===== src/design/fifo_ctrl_map.vh =====
// Register offsets, field positions, reset values and trigger levels for the FIFO/DMA ready control block
// Operation
// - FIFOs on and mask bits 3:0 clear gives polled mode, no interrupts.
// - Receive and transmit status sit in separate line state bits.
// - Line state bit 0 is one while receive FIFO holds a byte.
// - Line state bits 4:1 report overrun, parity, framing, break.
// - Line state bit 5 is one when transmit FIFO is empty.
// - Line state bit 6 needs transmit FIFO and shift register empty.
// - Line state bit 7 flags any error among stored receive characters.
// - Receive trigger field bits 7:6 select receive interrupt level.
// - Receive continues storing past trigger until FIFO full.
// - Transmit trigger bits 5:4 reset to zero (16); interrupt below level.
// - Setup bit 3 selects DMA mode, zero is mode 0.
// - Mode 0 transmit ready low when empty, high after first write.
// - Mode 0 receive ready low while any character held.
// - Mode 1 transmit request set while count below transmit trigger.
// - Mode 1 receive request set at trigger, held until receive FIFO empty.
// - Receive codes 00..11 select levels 8, 16, 24, 28.
// - Transmit codes 00..11 select levels 16, 8, 24, 30.
// - Other setup bits take effect only when enable written one together.
// - Mode 1 transmit ready high when full, low once count drops below trigger.
`ifndef FIFO_CTRL_MAP_VH
`define FIFO_CTRL_MAP_VH
`define OFS_RX_HOLD 4'h0
`define OFS_TX_HOLD 4'h0
`define OFS_SETUP 4'h8
`define OFS_IRQ_MASK 4'h4
`define OFS_LINE_STATE 4'hC
`define OFS_SETUP_RB 4'h8
`define OFS_CNT 5'h10
`define SETUP_EN 0
`define SETUP_RXCLR 1
`define SETUP_TXCLR 2
`define SETUP_DMA 3
`define SETUP_TXTRG_LO 4
`define SETUP_RXTRG_LO 6
`define SETUP_RST 8'h00
`define MASK_RST 8'h00
`define RXTRG_0 6'h08
`define RXTRG_1 6'h10
`define RXTRG_2 6'h18
`define RXTRG_3 6'h1C
`define TXTRG_0 6'h10
`define TXTRG_1 6'h08
`define TXTRG_2 6'h18
`define TXTRG_3 6'h1E
`define RESP_OKAY 2'h0
`define RESP_SLVERR 2'h2
`endif


===== src/design/uart_fifo_dma_ready_control.v =====
// FIFO control, line state and DMA ready pins for one serial channel, AXI4-Lite register access
//
// Design decisions made here: the register addresses and the AXI4-Lite interface to the registers.
`include "fifo_ctrl_map.vh"
module uart_fifo_dma_ready_control #(
	parameter AW = 5
) (
	input wire MCLK_I,
	input wire RESET_N_I,
	input wire [4:0] AWADDR_I,
	input wire AWVALID_I,
	output wire AWREADY_O,
	input wire [31:0] WDATA_I,
	input wire [3:0] WSTRB_I,
	input wire WVALID_I,
	output wire WREADY_O,
	output reg [1:0] BRESP_O,
	output reg BVALID_O,
	input wire BREADY_I,
	input wire [4:0] ARADDR_I,
	input wire ARVALID_I,
	output wire ARREADY_O,
	output reg [31:0] RDATA_O,
	output reg [1:0] RRESP_O,
	output reg RVALID_O,
	input wire RREADY_I,
	input wire RX_VALID_I,
	input wire [7:0] RX_DATA_I,
	input wire RX_PAR_ERR_I,
	input wire RX_FRM_ERR_I,
	input wire RX_BREAK_I,
	output wire RX_FULL_O,
	output wire TX_VALID_O,
	output wire [7:0] TX_DATA_O,
	input wire TX_TAKE_I,
	input wire TX_SHIFT_BUSY_I,
	output wire RX_IRQ_O,
	output wire TX_IRQ_O,
	output wire POLLED_O,
	output reg TX_DMA_REQUEST_N_O,
	output reg RX_DMA_REQUEST_N_O
);
	reg [7:0] fifo_setup_reg_ff;
	reg [7:0] irq_mask_reg_ff;
	reg [7:0] hold_rx_ff;
	reg hold_rx_full_ff;
	reg [7:0] hold_tx_ff;
	reg hold_tx_full_ff;
	reg overrun_ff;
	reg rx_armed_ff;
	reg aw_got_ff;
	reg w_got_ff;
	reg [4:0] aw_addr_ff;
	reg [31:0] w_data_ff;
	reg [3:0] w_strb_ff;
	reg [31:0] nxt_rdata;
	reg nxt_rok;
	reg [5:0] rx_trig;
	reg [5:0] tx_trig;
	wire fifo_on;
	wire wr_fire;
	wire rd_fire;
	wire [4:0] wr_addr;
	wire [31:0] wr_data;
	wire [3:0] wr_strb;
	wire rx_pop;
	wire tx_push;
	wire rx_push;
	wire [10:0] rx_word;
	wire [10:0] rx_head;
	wire [AW:0] rx_cnt;
	wire rx_full;
	wire rx_empty;
	wire [7:0] tx_head;
	wire [AW:0] tx_cnt;
	wire tx_full;
	wire tx_empty;
	wire rx_has;
	wire tx_none;
	wire [AW:0] err_cnt_in;
	reg [AW:0] err_cnt_ff;
	wire [7:0] line_state;
	wire rx_at_trig;
	wire tx_below;
	wire wr_lane;
	wire wr_at_hold;
	wire wr_at_mask;
	wire wr_at_setup;
	wire wr_known;
	wire rd_at_hold;
	wire rd_at_state;
	wire err_in;
	wire err_out;

	assign fifo_on = fifo_setup_reg_ff[`SETUP_EN];

	// Write address and data may arrive in either order
	assign AWREADY_O = !aw_got_ff && !BVALID_O;
	assign WREADY_O = !w_got_ff && !BVALID_O;
	assign wr_addr = aw_got_ff ? aw_addr_ff : AWADDR_I;
	assign wr_data = w_got_ff ? w_data_ff : WDATA_I;
	assign wr_strb = w_got_ff ? w_strb_ff : WSTRB_I;
	assign wr_fire = (aw_got_ff || (AWVALID_I && AWREADY_O)) && (w_got_ff || (WVALID_I && WREADY_O));

	// Byte lane 0 carries every writable register; other lanes are ignored
	assign wr_lane = wr_fire && wr_strb[0];
	assign wr_at_hold = ({wr_addr[4:2], 2'b00} == {1'b0, `OFS_TX_HOLD});
	assign wr_at_mask = ({wr_addr[4:2], 2'b00} == {1'b0, `OFS_IRQ_MASK});
	assign wr_at_setup = ({wr_addr[4:2], 2'b00} == {1'b0, `OFS_SETUP});
	// Line state and counts are read only, so writes there are refused
	assign wr_known = (wr_addr[4:2] <= 3'h2);

	always @(posedge MCLK_I or negedge RESET_N_I) begin
		if (!RESET_N_I) begin
			aw_got_ff <= 1'b0;
			w_got_ff <= 1'b0;
			aw_addr_ff <= 5'h00;
			w_data_ff <= 32'h00000000;
			w_strb_ff <= 4'h0;
			BVALID_O <= 1'b0;
			BRESP_O <= `RESP_OKAY;
		end else begin
			if (wr_fire) begin
				aw_got_ff <= 1'b0;
				w_got_ff <= 1'b0;
				BVALID_O <= 1'b1;
				BRESP_O <= wr_known ? `RESP_OKAY : `RESP_SLVERR;
			end else begin
				if (AWVALID_I && AWREADY_O) begin
					aw_got_ff <= 1'b1;
					aw_addr_ff <= AWADDR_I;
				end
				if (WVALID_I && WREADY_O) begin
					w_got_ff <= 1'b1;
					w_data_ff <= WDATA_I;
					w_strb_ff <= WSTRB_I;
				end
				if (BVALID_O && BREADY_I)
					BVALID_O <= 1'b0;
			end
		end
	end

	// Setup register: only a write with enable set programs the other fields
	always @(posedge MCLK_I or negedge RESET_N_I) begin
		if (!RESET_N_I) begin
			fifo_setup_reg_ff <= `SETUP_RST;
			irq_mask_reg_ff <= `MASK_RST;
		end else if (wr_lane) begin
			if (wr_at_setup) begin
				if (wr_data[`SETUP_EN])
					fifo_setup_reg_ff <= {wr_data[7:3], 2'b00, 1'b1};
				else
					fifo_setup_reg_ff <= `SETUP_RST;
			end
			if (wr_at_mask)
				irq_mask_reg_ff <= wr_data[7:0];
		end
	end

	// Clear pulses self-clear: they are never stored
	wire setup_wr = wr_lane && wr_at_setup;
	wire clr_rx = setup_wr && (wr_data[`SETUP_RXCLR] || (wr_data[`SETUP_EN] != fifo_on)) && wr_data[`SETUP_EN]
		|| setup_wr && !wr_data[`SETUP_EN] && fifo_on;
	wire clr_tx = setup_wr && (wr_data[`SETUP_TXCLR] || (wr_data[`SETUP_EN] != fifo_on)) && wr_data[`SETUP_EN]
		|| setup_wr && !wr_data[`SETUP_EN] && fifo_on;
	assign tx_push = wr_lane && wr_at_hold;

	// Read channel, one cycle latency
	assign ARREADY_O = !RVALID_O;
	assign rd_fire = ARVALID_I && ARREADY_O;
	assign rd_at_hold = ({ARADDR_I[4:2], 2'b00} == {1'b0, `OFS_RX_HOLD});
	assign rd_at_state = ({ARADDR_I[4:2], 2'b00} == {1'b0, `OFS_LINE_STATE});
	assign rx_pop = rd_fire && rd_at_hold;

	always @* begin
		nxt_rdata = 32'h00000000;
		nxt_rok = 1'b1;
		case ({ARADDR_I[4:2], 2'b00})
			{1'b0, `OFS_RX_HOLD}: nxt_rdata = {24'h000000, fifo_on ? rx_head[7:0] : hold_rx_ff};
			{1'b0, `OFS_IRQ_MASK}: nxt_rdata = {24'h000000, irq_mask_reg_ff};
			{1'b0, `OFS_SETUP_RB}: nxt_rdata = {24'h000000, fifo_setup_reg_ff};
			{1'b0, `OFS_LINE_STATE}: nxt_rdata = {24'h000000, line_state};
			`OFS_CNT: nxt_rdata = {16'h0000, {(8-AW-1){1'b0}}, tx_cnt, {(8-AW-1){1'b0}}, rx_cnt};
			default: nxt_rok = 1'b0;
		endcase
	end

	always @(posedge MCLK_I or negedge RESET_N_I) begin
		if (!RESET_N_I) begin
			RVALID_O <= 1'b0;
			RDATA_O <= 32'h00000000;
			RRESP_O <= `RESP_OKAY;
		end else if (rd_fire) begin
			RVALID_O <= 1'b1;
			RDATA_O <= nxt_rdata;
			RRESP_O <= nxt_rok ? `RESP_OKAY : `RESP_SLVERR;
		end else if (RREADY_I) begin
			RVALID_O <= 1'b0;
		end
	end

	// Receive path keeps storing past the trigger, drops only when full
	assign rx_push = RX_VALID_I && fifo_on;
	assign rx_word = {RX_BREAK_I, RX_FRM_ERR_I, RX_PAR_ERR_I, RX_DATA_I};
	assign RX_FULL_O = fifo_on ? rx_full : hold_rx_full_ff;

	char_fifo #(.W(11), .AW(AW)) u_rx_fifo (
		.clk_i(MCLK_I),
		.rst_n_i(RESET_N_I),
		.clr_i(clr_rx),
		.wr_i(rx_push),
		.wdata_i(rx_word),
		.rd_i(rx_pop && fifo_on),
		.rdata_o(rx_head),
		.count_o(rx_cnt),
		.full_o(rx_full),
		.empty_o(rx_empty)
	);

	char_fifo #(.W(8), .AW(AW)) u_tx_fifo (
		.clk_i(MCLK_I),
		.rst_n_i(RESET_N_I),
		.clr_i(clr_tx),
		.wr_i(tx_push && fifo_on),
		.wdata_i(wr_data[7:0]),
		.rd_i(TX_TAKE_I && fifo_on),
		.rdata_o(tx_head),
		.count_o(tx_cnt),
		.full_o(tx_full),
		.empty_o(tx_empty)
	);

	assign TX_VALID_O = fifo_on ? !tx_empty : hold_tx_full_ff;
	assign TX_DATA_O = fifo_on ? tx_head : hold_tx_ff;

	// Single holding registers when FIFOs are off; overrun is sticky until line state read
	always @(posedge MCLK_I or negedge RESET_N_I) begin
		if (!RESET_N_I) begin
			hold_rx_ff <= 8'h00;
			hold_rx_full_ff <= 1'b0;
			hold_tx_ff <= 8'h00;
			hold_tx_full_ff <= 1'b0;
			overrun_ff <= 1'b0;
		end else begin
			if (!fifo_on && RX_VALID_I) begin
				hold_rx_ff <= RX_DATA_I;
				hold_rx_full_ff <= 1'b1;
			end else if (rx_pop || fifo_on) begin
				hold_rx_full_ff <= 1'b0;
			end
			if (!fifo_on && tx_push) begin
				hold_tx_ff <= wr_data[7:0];
				hold_tx_full_ff <= 1'b1;
			end else if (TX_TAKE_I || fifo_on) begin
				hold_tx_full_ff <= 1'b0;
			end
			// Set wins over the read clear
			if (RX_VALID_I && (fifo_on ? rx_full : (hold_rx_full_ff && !rx_pop)))
				overrun_ff <= 1'b1;
			else if (rd_fire && rd_at_state)
				overrun_ff <= 1'b0;
		end
	end

	// Count of stored characters carrying an error
	assign err_cnt_in = {(AW+1){1'b0}};
	assign err_in = rx_push && !rx_full && |rx_word[10:8];
	assign err_out = rx_pop && fifo_on && !rx_empty && |rx_head[10:8];
	always @(posedge MCLK_I or negedge RESET_N_I) begin
		if (!RESET_N_I)
			err_cnt_ff <= {(AW+1){1'b0}};
		else if (clr_rx)
			err_cnt_ff <= err_cnt_in;
		else if (err_in && !err_out)
			err_cnt_ff <= err_cnt_ff + 1'b1;
		else if (err_out && !err_in)
			err_cnt_ff <= err_cnt_ff - 1'b1;
	end

	assign rx_has = fifo_on ? !rx_empty : hold_rx_full_ff;
	assign tx_none = fifo_on ? tx_empty : !hold_tx_full_ff;
	assign line_state = {
		fifo_on && (err_cnt_ff != {(AW+1){1'b0}}),
		tx_none && !TX_SHIFT_BUSY_I,
		tx_none,
		fifo_on && !rx_empty && rx_head[10],
		fifo_on && !rx_empty && rx_head[9],
		fifo_on && !rx_empty && rx_head[8],
		overrun_ff,
		rx_has
	};

	// Trigger level decode
	always @* begin
		case (fifo_setup_reg_ff[`SETUP_RXTRG_LO+1:`SETUP_RXTRG_LO])
			2'b00: rx_trig = `RXTRG_0;
			2'b01: rx_trig = `RXTRG_1;
			2'b10: rx_trig = `RXTRG_2;
			2'b11: rx_trig = `RXTRG_3;
			default: rx_trig = `RXTRG_0;
		endcase
		case (fifo_setup_reg_ff[`SETUP_TXTRG_LO+1:`SETUP_TXTRG_LO])
			2'b00: tx_trig = `TXTRG_0;
			2'b01: tx_trig = `TXTRG_1;
			2'b10: tx_trig = `TXTRG_2;
			2'b11: tx_trig = `TXTRG_3;
			default: tx_trig = `TXTRG_0;
		endcase
	end

	assign rx_at_trig = ({{(6-AW-1){1'b0}}, rx_cnt} >= rx_trig);
	// Equal to the level is not below: the request waits for one more take
	assign tx_below = ({{(6-AW-1){1'b0}}, tx_cnt} < tx_trig);

	// Interrupt levels; FIFOs on with mask bits 3:0 clear means polled, nothing raised
	assign RX_IRQ_O = irq_mask_reg_ff[0] && (fifo_on ? rx_at_trig : hold_rx_full_ff);
	assign TX_IRQ_O = irq_mask_reg_ff[1] && (fifo_on ? tx_below : !hold_tx_full_ff);
	assign POLLED_O = fifo_on && (irq_mask_reg_ff[3:0] == 4'h0);

	// Mode 1 receive request latches at trigger, held until FIFO drains
	always @(posedge MCLK_I or negedge RESET_N_I) begin
		if (!RESET_N_I)
			rx_armed_ff <= 1'b0;
		else if (!fifo_on || rx_empty)
			rx_armed_ff <= 1'b0;
		else if (rx_at_trig)
			rx_armed_ff <= 1'b1;
	end

	// Ready pins registered, active low
	always @(posedge MCLK_I or negedge RESET_N_I) begin
		if (!RESET_N_I) begin
			TX_DMA_REQUEST_N_O <= 1'b0;
			RX_DMA_REQUEST_N_O <= 1'b1;
		end else if (fifo_on && fifo_setup_reg_ff[`SETUP_DMA]) begin
			// Between trigger and full the transmit pin keeps its last level
			if (tx_full)
				TX_DMA_REQUEST_N_O <= 1'b1;
			else if (tx_below)
				TX_DMA_REQUEST_N_O <= 1'b0;
			// Released as soon as the store runs dry, not a cycle later
			RX_DMA_REQUEST_N_O <= !((rx_armed_ff && !rx_empty) || rx_at_trig);
		end else begin
			// Mode 0: transmit ready low while empty, receive ready low while any character held
			TX_DMA_REQUEST_N_O <= !tx_none;
			RX_DMA_REQUEST_N_O <= !rx_has;
		end
	end
endmodule


===== src/design/char_fifo.v =====
// Synchronous character FIFO with level count and clear
module char_fifo #(
	parameter W = 8,
	parameter AW = 5
) (
	input wire clk_i,
	input wire rst_n_i,
	input wire clr_i,
	input wire wr_i,
	input wire [W-1:0] wdata_i,
	input wire rd_i,
	output wire [W-1:0] rdata_o,
	output wire [AW:0] count_o,
	output wire full_o,
	output wire empty_o
);
	reg [W-1:0] mem [0:(1<<AW)-1];
	reg [AW-1:0] wp_ff;
	reg [AW-1:0] rp_ff;
	reg [AW:0] cnt_ff;
	wire do_wr;
	wire do_rd;
	assign full_o = cnt_ff[AW];
	assign empty_o = (cnt_ff == {(AW+1){1'b0}});
	assign do_wr = wr_i && !full_o;
	assign do_rd = rd_i && !empty_o;
	assign rdata_o = mem[rp_ff];
	assign count_o = cnt_ff;
	always @(posedge clk_i) begin
		if (do_wr)
			mem[wp_ff] <= wdata_i;
	end
	always @(posedge clk_i or negedge rst_n_i) begin
		if (!rst_n_i) begin
			wp_ff <= {AW{1'b0}};
			rp_ff <= {AW{1'b0}};
			cnt_ff <= {(AW+1){1'b0}};
		end else if (clr_i) begin
			wp_ff <= {AW{1'b0}};
			rp_ff <= {AW{1'b0}};
			cnt_ff <= {(AW+1){1'b0}};
		end else begin
			if (do_wr)
				wp_ff <= wp_ff + 1'b1;
			if (do_rd)
				rp_ff <= rp_ff + 1'b1;
			if (do_wr && !do_rd)
				cnt_ff <= cnt_ff + 1'b1;
			else if (do_rd && !do_wr)
				cnt_ff <= cnt_ff - 1'b1;
		end
	end
endmodule


===== config.mk =====
export PLATFORM = sky130hd
export DESIGN_NAME = uart_fifo_dma_ready_control
export DESIGN_NICKNAME = d
export VERILOG_FILES = /design/src/design/uart_fifo_dma_ready_control.v /design/src/design/char_fifo.v
export VERILOG_INCLUDE_DIRS = /design/src /design/src/design
export SDC_FILE = /design/constraint.sdc
export NUM_CORES = 1
export LEC_CHECK = 0
export BUFFER_PORTS_ARGS = -buffer_cell sky130_fd_sc_hd__buf_2
export CORE_ASPECT_RATIO = 0.6
export CORE_MARGIN = 3
export CORE_UTILIZATION = 35
export DETAILED_ROUTE_END_ITERATION = 7
export PLACE_DENSITY_LB_ADDON = 0.25
export SLEW_MARGIN = 0
export SYNTH_ARGS = -nofsm -noshare
export SYNTH_HDL_FRONTEND = slang
export SYNTH_SLANG_ARGS = --single-unit
export TNS_END_PERCENT = 20

===== constraint.sdc =====
create_clock -name MCLK_I -period 3.4 [get_ports MCLK_I]
set_input_delay 0.34 -clock MCLK_I [delete_from_list [all_inputs] [get_ports MCLK_I]]
set_output_delay 0.34 -clock MCLK_I [all_outputs]
set_load 0.03 [all_outputs]

==> impl_metrics.csv, run 1 <==
group,metric,value,unit
run_status,status,"finished, violations left",
run_status,violations,"setup timing",
clock_tree,cts_buffers,70,
floorplanning,dieHeight,230.3,um
power_and_ir_drop,finalPower,27.37,mW
detailed_routing,drtIter0Drc,1670,
synthesis,syn_inst,1605,
floorplanning,fp-row-count,81,
sta,finClkSkew,0.02122,ns
sta,slew_headroom,23.87,%
grt,antenna_found_initial,3,
grt,grt_pass1_vias,15650,
sta,fmax,273.1,MHz
setup_path,r2r-start,"u_rx_fifo.rp_ff[0]$_DFFE_PN0P_",
synthesis,ys_ff_latch,714,
setup_path,crit_fanout,5,
synthesis,yosysUniqueCellTypes,66,
clock_tree,cts.sinks,714,
setup_path,crit_arrival,4.16,ns
setup_path,critPathCaptureType,"register",
synthesis,avgSynthCellArea,18.29,um2
setup_path,startpoint,"u_rx_fifo.rp_ff[0]$_DFFE_PN0P_",
detailed_routing,viasPerCell,5.259,
setup_path,cp.required,3.90,ns
clock_tree,clk_pin_slew,0.07,ns
floorplanning,core_area,82290,um2
grt,grt.total_usage,16.93,%
grt,grt_max_degree,62,
layout,layout-drive-gt1-share,31.22,%
detailed_routing,drt_pre_antenna_iters,8,
clock_tree,clock_latency,0.62,ns
detailed_routing,drc,0,
clock_tree,cts_tree,"done",
place,dp_hpwl,50350,um
sta,report.final.slew_viol_count,0,
detailed_routing,wl_per_cell,24.62,um
sta,worst_pin_slew,1.141,ns
layout,synthToLayoutAreaGrowth,18.31,%
synthesis,synth_seq_area_share,71.23,%
sta,final_hold_viol_count,0,
setup_path,critical_path_class,"reg2reg",
sta,rsz0062_at_grt,"true",
detailed_routing,totalWireLength,74640,um
clock_tree,cts.path.max_buffers,3,
power_and_ir_drop,ir_drop,326.5,uV
detailed_routing,antenna_left,0,
detailed_routing,vias,15940,
place,numPortBuffers,71,
sta,fin_hold_ws,0.04407,ns
synthesis,yosysWarnings,0,
hold_path,min_path_type,"in2reg",
setup_path,cp-start-kind,"register",
synthesis,ys.flop_type,"edfxtp_1",
sta,fin_crit_sh,107.7,%
synthesis,synth_edf_count,608,
grt,grt_pass1_wl,108600,um
place,placed_cell_area,32000,um2
floorplanning,die-area,87510,um2
layout,design_area,34740,um2
grt,grt-ovfl-total,0,
floorplanning,pin_count,123,
sta,setup_violations,3,
clock_tree,cts-root-buf,"clkbuf_16",
layout,fin_nets,1950,
place,gp_congestion,0.8331,
sta,setup_slack,-0.2618,ns
job,max-cap-violations,0,
power_and_ir_drop,p_leak,11.87,nW
synthesis,synth_area,29360,um2
synthesis,async_reset_ff_share,14.85,%
hold_path,hp-start,"AWADDR_I[2]",
clock_tree,cts_max_level,3,
floorplanning,initial_core_util,35.68,%
floorplanning,die_w,379.9,um
sta,layout_min_cycle_time,3.662,ns
power_and_ir_drop,power_density,787.9,nW/um2
worst max-delay path, cell delays in order (launching register included):
cell	delay, ns
dfrtp_4	0.49
buf_6	0.12
mux4_2	0.51
a22o_1	0.21
a211o_1	0.26
a222oi_1	0.37
buf_4	0.19
o21ai_4	0.09
ha_4	0.25
a21o_1	0.16
a21oi_2	0.20
o21ai_2	0.12
nor4_4	0.33
o21ai_1	0.09
nor3b_2	0.15
per-layer routing:
metal / part of all wire, % / global-route usage (%) / vias to the layer above
met1: 50 / 27.35 / 8460
met3: 10 / 6.018 / 77
met5: 0 / 0 / -
li1: - / - / 6832
met2: 39 / 21.37 / 571
met4: 1.4 / 3.433 / 0
what timing repair did:
| action | in CTS | in global routing |
|---|---|---|
| cloned | 1 | 0 |
| hold endpoints to repair | 73 | 0 |
| hold buffers | 14 | 0 |
| pin swaps | 7 | 16 |
| setup endpoints to repair | 13 | 13 |
| setup buffers | 3 | 8 |
| gates resized for setup | 14 | 23 |
area by class of cell:
| cell class | instances | area, um2 |
|---|---|---|
| well taps | 1120 | 1401 |
| clock buffers | 92 | 1969 |
| inverters | 36 | 137.6 |
| repair buffers | 257 | 1962 |
| flip-flops and latches | 714 | 20920 |
| fillers | 7278 | 47560 |
| clock inverters | 37 | 357.8 |
| multi-input cells | 773 | 7979 |
| diodes | 2 | 5.005 |
report_power, final:
| group | switching (mW) | internal, mW | leakage [nW] |
|---|---|---|---|
| Combinational | 4.67 | 3.76 | 3.95 |
| Clock | 3.30 | 4.57 | 1.15 |
| Sequential | 0.691 | 10.4 | 6.77 |
placed cells by master (no fill, tap or decap), types with 12 or more instances in the layout:
cell type        n
a21oi_1         50
a22oi_1         17
buf_2           66
buf_4          159
clkbuf_1        13
clkbuf_16       74
clkinv_2        13
conb_1          20
dfrtp_1        101
dlygate4sd3_1   14
edfxtp_1       608
ha_1            26
inv_1           33
mux2_2          28
mux2i_1         43
mux4_2         179
nand2_1         52
nor2_1         150
nor2b_1         12
o21ai_0         16
xnor2_1         12
xor2_1          15
synth_stat cells, types with 3 or more instances:
master | number | area share, %
a211oi_1 | 4 | 0.10
a21o_1 | 9 | 0.23
a21oi_1 | 54 | 0.92
a21oi_2 | 3 | 0.090
a221oi_1 | 3 | 0.090
a22o_1 | 7 | 0.21
a22oi_1 | 17 | 0.43
a31oi_1 | 3 | 0.064
and3_1 | 4 | 0.085
buf_1 | 14 | 0.18
buf_2 | 15 | 0.26
buf_4 | 25 | 0.64
buf_6 | 4 | 0.15
clkbuf_1 | 43 | 0.55
dfrtp_1 | 105 | 8.9
edfxtp_1 | 608 | 62
fa_1 | 3 | 0.20
ha_1 | 28 | 1.2
inv_1 | 34 | 0.43
mux2_2 | 28 | 1.1
mux2i_1 | 45 | 1.5
mux4_2 | 179 | 14
nand2_1 | 52 | 0.66
nand2b_1 | 4 | 0.085
nand3_1 | 11 | 0.19
nand3b_1 | 8 | 0.20
nand4_1 | 8 | 0.17
nor2_1 | 150 | 1.9
nor2b_1 | 12 | 0.26
nor3_1 | 6 | 0.10
o211ai_1 | 6 | 0.15
o21ai_0 | 17 | 0.29
o21ai_1 | 11 | 0.19
o221ai_1 | 4 | 0.12
o31ai_1 | 4 | 0.10
o32ai_1 | 3 | 0.090
or3_1 | 6 | 0.13
or3b_2 | 4 | 0.12
or4_1 | 3 | 0.077
xnor2_1 | 12 | 0.36
xor2_1 | 15 | 0.45
registers in the layout, indices dropped and copies added (netlist names), 6 cells and up:
signal             cells
u_rx_fifo.mem        352
hold_rx_ff             8
RDATA_O               14
w_data_ff              8
err_cnt_ff             6
u_tx_fifo.count_o      6
hold_tx_ff             8
fifo_setup_reg_ff      6
u_rx_fifo.count_o      6
u_tx_fifo.mem        256
irq_mask_reg_ff        8
final timing paths:
path / end / slack, ns / depth (start not counted)
setup / recovery: err_cnt_ff[5]$_DFFE_PN0P_ / -0.26 / 14
hold / removal: aw_addr_ff[2]$_DFFE_PN0P_ / 0.04 / 2
setup reg to reg: err_cnt_ff[5]$_DFFE_PN0P_ / -0.26 / 14
hold reg to reg: rx_armed_ff$_DFFE_PN0P_ / 0.50 / 2
max in group asynchronous: RX_DMA_REQUEST_N_O$_DFF_PN1_ / 2.21 / 3
min in group asynchronous: RDATA_O[4]$_DFFE_PN0N_ / 0.38 / 2
per-stage QoR:
stage | TNS, ns | instances | utilization (%) | setup WS, ns
floorplan | -0.06246 | 1624 | - | -0.06246
global placement | -0.5281 | 2874 | 38.89 | -0.2727
detailed placement | -0.8218 | 2874 | 38.89 | -0.3080
CTS | -0.2468 | 3021 | 42.03 | -0.1142
global route | -1.385 | 3029 | 42.20 | -0.3961
finish | -0.3356 | 3031 | 42.21 | -0.2618
kinds of logic after synthesis:
family                     Yosys count  share of synthesized area (%)
other                                1                        0.01277
buffers and inverters              137                          2.237
AOI/OAI and AO/OA                  162                          3.627
adders and majority gates           31                          1.398
xor gates and xnor gates            27                         0.8055
muxes                              254                          16.42
and+or+nand+nor                    279                          4.279
DFF                                714                          71.23
Power figures use the tool's default switching activity.
==> run 2: changes to the inputs <==
- CORE_ASPECT_RATIO: 0.6 -> unset
==> run 2 against run 1 <==
The run still ends with setup timing left; sequential share of layout area is 0.45 points higher; clock power decreased by 5.6%; worst hold slack gained 0.0051 ns; wire length decreased by 6.5%; clock skew hardly changed; non-clock buffer count shrank 9; combinational power is 4.6% lower; worst setup slack better by 0.043 ns; via count down 4.1%; design area down 0.71%; critical path type unchanged; largest cell class unchanged.
==> impl_metrics.csv, run 2 (synthesized netlist as in run 1, its figures left out) <==
group,metric,value,unit
layout,layout_common_cells,"edfxtp_1, mux4_2, buf_4",
sta,layout_min_cycle_time,3.618,ns
setup_path,reg2reg_slack,-0.22,ns
setup_path,crit_fanout,7,
sta,fmax,276.4,MHz
detailed_routing,wl_met1,30780,um
hold_path,hold_depth,3,
setup_path,critPathBufInv,1,
setup_path,critical-path-slowest-cell,"dfrtp_4",
layout,largest_reg_flops,352,
hold_path,hp-start,"RX_VALID_I",
detailed_routing,wl_per_cell,23.48,um
grt,grt-ovfl-total,0,
layout,multi_input_area,8001,um2
hold_path,min_path_type,"in2reg",
sta,worst_pin_slew,1.190,ns
place,dp_hpwl,45440,um
grt,grt_pass1_wl,105100,um
clock_tree,cts-root-buf,"clkbuf_16",
detailed_routing,drc,0,
sta,final_hold_viol_count,0,
setup_path,critPathCaptureType,"register",
grt,grt.total_usage,16.23,%
setup_path,timing.rr.end,"err_cnt_ff[5]$_DFFE_PN0P_",
clock_tree,clock_latency,0.61,ns
grt,grt_max_degree,62,
clock_tree,cts_buffers,73,
place,gp_congestion,0.7954,
run_status,status,"finished, violations left",
clock_tree,cts.sinks,714,
setup_path,critPathMaxStageDelay,0.54,ns
setup_path,cp_cell_sequence,"mux4_2, a22o_1, a211o_1, a222oi_1, buf_4, o21ai_4, ha_1, a21oi_1, o21ai_2, nor4_2, o21ai_1, nor3b_1",
floorplanning,die-area,87390,um2
layout,seq_area,20930,um2
setup_path,critical_path_class,"reg2reg",
sta,setup_violations,3,
sta,finClkSkew,0.02103,ns
hold_path,whs_endpoint,"overrun_ff$_DFFE_PN0P_",
place,pre_cts_ws,-0.3825,ns
floorplanning,initial_core_util,35.53,%
place,numPortBuffers,71,
setup_path,cp.required,3.88,ns
setup_path,worstRegToRegCells,12,
setup_path,r2r-start,"u_rx_fifo.rp_ff[0]$_DFFE_PN0P_",
job,max-cap-violations,0,
clock_tree,cts_max_level,3,
detailed_routing,vias,15280,
power_and_ir_drop,power_density,770.1,nW/um2
detailed_routing,drtIter0Drc,1256,
detailed_routing,dr.max_layer_used,"met4",
layout,reg.largest.list,"u_rx_fifo.mem x352, u_tx_fifo.mem x256, RDATA_O x14",
sta,slew_headroom,20.57,%
power_and_ir_drop,ir_drop,545.7,uV
detailed_routing,routed-wl-met3,3118,um
sta,setup_slack,-0.2184,ns
detailed_routing,wl_met2,34350,um
sta,report.final.slew_viol_count,0,
detailed_routing,totalWireLength,69790,um
setup_path,crit_arrival,4.10,ns
floorplanning,pin_count,123,
clock_tree,cts.path.max_buffers,3,
floorplanning,core_area,82640,um2
sta,rsz0062_at_grt,"true",
clock_tree,clk_pin_slew,0.06,ns
floorplanning,fp-row-count,105,
floorplanning,die_w,295.6,um
layout,layout_commonest_cell,"edfxtp_1",
sta,fin_crit_sh,106.4,%
setup_path,crit_family,"compound AO/OA/AOI/OAI gates",
layout,top_register,"u_rx_fifo.mem",
power_and_ir_drop,p_leak,11.75,nW
run_status,violations,"setup timing",
detailed_routing,drt_pre_antenna_iters,5,
layout,fin_nets,1944,
floorplanning,dieHeight,295.6,um
detailed_routing,viasPerCell,5.141,
layout,fillCellCount,7288,
layout,final_util,41.74,%
detailed_routing,antenna_left,0,
layout,synthToLayoutAreaGrowth,17.47,%
grt,antenna_found_initial,0,
layout,layout-drive-gt1-share,30.69,%
clock_tree,cts_tree,"done",
layout,antenna_cells,0,
setup_path,cp-start-kind,"register",
grt,grt_pass1_vias,16010,
[run 2: cell count changes in the layout (fill, tap and decap cells not counted), sizes merged, moves of 2 or more]
| cell | change |
|---|---|
| buf | -10 |
| clkbuf | -2 |
| inv | -2 |
| clkinv | +12 |
| bufinv | -5 |
| diode | -2 |
[run 2: power by group]
part	switching, mW	internal, mW
logic	4.32	3.71
registers	0.700	10.4
clock network	3.32	4.11
total	8.34	18.2
[run 2: what timing repair did]
action / 4_1_cts / 5_1_grt
endpoints found under the setup margin: 13 / 15
gates cloned: 1 / 0
hold buffers: 15 / 0
resized for setup: 26 / 8
setup buffers: 10 / 4
pin swaps: 7 / 7
endpoints found under the hold margin: 74 / 0
[run 2: worst max-delay path by stage]
| stage | startpoint | endpoint | cells past startpoint |
|---|---|---|---|
| final | u_rx_fifo.rp_ff[0]$_DFFE_PN0P_ | err_cnt_ff[5]$_DFFE_PN0P_ | 12 |
| after global routing | u_rx_fifo.rp_ff[0]$_DFFE_PN0P_ | err_cnt_ff[5]$_DFFE_PN0P_ | 12 |
| after CTS | u_rx_fifo.rp_ff[0]$_DFFE_PN0P_ | err_cnt_ff[4]$_DFFE_PN0P_ | 14 |
| after detailed placement | u_rx_fifo.rp_ff[0]$_DFFE_PN0P_ | err_cnt_ff[5]$_DFFE_PN0P_ | 14 |
| after global placement | u_rx_fifo.rp_ff[0]$_DFFE_PN0P_ | err_cnt_ff[5]$_DFFE_PN0P_ | 14 |
| after floorplan | u_rx_fifo.rp_ff[0]$_DFFE_PN0P_ | err_cnt_ff[5]$_DFFE_PN0P_ | 14 |
[run 2: metrics by stage]
step,TNS [ns],instances,power [mW],instance area (um2),hold slack [ns]
finish,-0.3488,2973,26.56,34490,0.04922
global route,-2.343,2973,27.91,34490,0.01491
CTS,-0.4314,2969,26.82,34420,0.0002427
detailed placement,-1.077,2811,19.05,31870,0.4862
global placement,-0.8214,2811,18.89,31870,0.4778
floorplan,-0.06246,1624,16.32,29460,0.04441
[run 2: cell type report]
class	count	share of cell area, %
clock buffer	90	5.572
clock inverter	42	0.7655
inverter	36	0.3991
multi-input combinational	773	23.20
sequential	714	60.68
tap	1070	3.882
timing repair buffer	248	5.496
[run 2: metal layers]
layer	vias to the layer above	global-route usage [%]
met2	352	26.82
met5	-	0
met4	0	4.081
li1	6828	-
met3	95	2.838
met1	8009	22.44
[run 2: worst min-delay path, delay by kind of cell]
kind / cells / cell delay, ns
buf+inv: 1 / 0.13
compound gates: 1 / 0.08
simple gates: 1 / 0.07
==> run 3: changes to the inputs <==
- SKIP_LAST_GASP: unset -> 1
==> run 3 against run 2 <==
The run still ends with setup timing left; register-to-register slack about the same; non-clock buffer count fell by 3; via count rose by 0.15%; clock power hardly changed; global-route usage hardly changed; wire length fell by 0.31%; fmax about the same; clock skew decreased by 0.0037 ns; sequential power about the same; combinational power shrank 2%.
==> impl_metrics.csv, run 3 (synthesized netlist as in run 1, its figures left out) <==
group,metric,value,unit
place,gp_congestion,0.7954,
sta,fin_crit_sh,106.5,%
grt,grt_pass1_vias,15980,
power_and_ir_drop,netSwitchingPower,8.285,mW
layout,top_register,"u_rx_fifo.mem",
layout,fin_nets,1941,
setup_path,crit_fanout,7,
layout,synthToLayoutAreaGrowth,17.16,%
grt,grt-ovfl-total,0,
hold_path,hp-start,"RX_VALID_I",
floorplanning,core_area,82640,um2
clock_tree,cts-root-buf,"clkbuf_16",
layout,layout_common_cells,"edfxtp_1, mux4_2, nor2_1",
sta,final_hold_viol_count,0,
power_and_ir_drop,seq_power_share,42.0,%
clock_tree,clock_latency,0.61,ns
power_and_ir_drop,intPower,18.10,mW
power_and_ir_drop,p_leak,11.72,nW
detailed_routing,viasPerCell,5.154,
detailed_routing,wl_per_cell,23.43,um
run_status,status,"finished, violations left",
power_and_ir_drop,power_density,767.1,nW/um2
sta,finClkSkew,0.01732,ns
floorplanning,pin_count,123,
grt,grt.total_usage,16.22,%
clock_tree,cts.sinks,714,
detailed_routing,drt_pre_antenna_iters,5,
hold_path,min_path_type,"in2reg",
sta,rsz0062_at_grt,"true",
detailed_routing,totalWireLength,69580,um
detailed_routing,vias,15310,
sta,layout_min_cycle_time,3.621,ns
clock_tree,cts_tree,"done",
detailed_routing,drtIter0Drc,1272,
setup_path,r2r-start,"u_rx_fifo.rp_ff[0]$_DFFE_PN0P_",
layout,largest_reg_flops,352,
layout,design_area,34400,um2
layout,antenna_cells,0,
grt,grt_max_degree,62,
job,max-cap-violations,0,
layout,reg.largest.list,"u_rx_fifo.mem x352, u_tx_fifo.mem x256, RDATA_O x14",
floorplanning,die_w,295.6,um
sta,fmax,276.1,MHz
floorplanning,die-area,87390,um2
floorplanning,fp-row-count,105,
place,numPortBuffers,71,
sta,report.final.slew_viol_count,0,
detailed_routing,antenna_left,0,
setup_path,crit_arrival,4.10,ns
layout,layout-drive-gt1-share,30.26,%
layout,layout_commonest_cell,"edfxtp_1",
layout,final_cells,2970,
sta,setup_violations,9,
power_and_ir_drop,pwr-share-clk,28.1,%
sta,slew_headroom,18.24,%
run_status,violations,"setup timing",
setup_path,cp.required,3.88,ns
place,dp_hpwl,45440,um
grt,antenna_found_initial,0,
grt,grt_pass1_wl,105000,um
setup_path,cp-start-kind,"register",
place,pre_cts_ws,-0.3825,ns
clock_tree,cts_max_level,3,
clock_tree,cts.path.max_buffers,3,
floorplanning,initial_core_util,35.53,%
sta,finalSetupTns,-0.5516,ns
layout,final_util,41.63,%
place,placed_cell_area,31870,um2
setup_path,startpoint,"u_rx_fifo.rp_ff[0]$_DFFE_PN0P_",
sta,setup_slack,-0.2214,ns
sta,worst_pin_slew,1.225,ns
clock_tree,cts_buffers,73,
clock_tree,clk_pin_slew,0.06,ns
power_and_ir_drop,switching_share,31.40,%
setup_path,critical_path_class,"reg2reg",
detailed_routing,drc,0,
power_and_ir_drop,pwr-share-comb,29.9,%
floorplanning,dieHeight,295.6,um
place,dp.cells,2811,
power_and_ir_drop,ir_drop,515.6,uV
setup_path,critPathCaptureType,"register",
==> run 3: stage by stage <==
stage          total power [mW]  hold WS, ns
5_1_grt                   27.74      0.01491
2_1_floorplan             16.32      0.04441
3_5_place_dp              19.05       0.4862
6_report                  26.39      0.03827
4_1_cts                   26.72    0.0002427
3_3_place_gp              18.89       0.4778
==> run 3: worst paths after layout <==
check,end,slack [ns],cells after the start
worst max-delay path,err_cnt_ff[5]$_DFFE_PN0P_,-0.22,13
worst min-delay path,overrun_ff$_DFFE_PN0P_,0.04,3
worst max register to register,err_cnt_ff[5]$_DFFE_PN0P_,-0.22,13
worst min register to register,rx_armed_ff$_DFFE_PN0P_,0.49,2
max in group asynchronous,RX_DMA_REQUEST_N_O$_DFF_PN1_,2.19,3
min in group asynchronous,hold_rx_ff[7]$_DFFE_PN0P_,0.37,2
==> run 3: layout make-up <==
class | count | area (um2)
Multi-Input combinational cell | 773 | 7971
Sequential cell | 714 | 20930
Clock inverter | 42 | 264.0
Fill cell | 7298 | 48240
Tap cell | 1070 | 1339
Timing Repair Buffer | 245 | 1842
Clock buffer | 90 | 1922
Inverter | 36 | 135.1
==> run 3: routing by layer <==
| metal | part of all wire (%) | track usage, % | wire (um) |
|---|---|---|---|
| met2 | 49 | 26.84 | 34260 |
| met1 | 44 | 22.43 | 30810 |
| met5 | 0 | 0 | 0 |
| met3 | 4.3 | 2.793 | 3019 |
| met4 | 2.1 | 4.033 | 1489 |
==> run 3: power groups by stage <==
stage | sequential [mW] | clock [mW] | combinational (mW)
global route | 11.2 | 8.01 | 8.56
global placement | 11.2 | 0 | 7.67
CTS | 11.1 | 7.65 | 8.00
detailed placement | 11.2 | 0 | 7.80
floorplan | 11.0 | 0 | 5.35
finish | 11.1 | 7.43 | 7.88
==> run 3: timing repair <==
action | in CTS | in global routing
endpoints found under the setup margin | 13 | 15
gates resized for setup | 13 | 4
setup buffers | 10 | 4
endpoints found under the hold margin | 74 | 0
pin swaps | 3 | 7
cloned | 1 | 0
hold buffers | 15 | 0
==> run 3: worst max-delay path, cell delays in order, from the launching register on <==
cell and delay, ns:
dfrtp_4 0.55, mux4_2 0.54, a22o_1 0.24, a211o_1 0.25, a222oi_1 0.45, buf_4 0.21
o21ai_4 0.10, ha_4 0.23, a21o_1 0.16, a21oi_2 0.15, o21ai_1 0.11, nor4_2 0.28
o21ai_1 0.09, nor3b_1 0.13
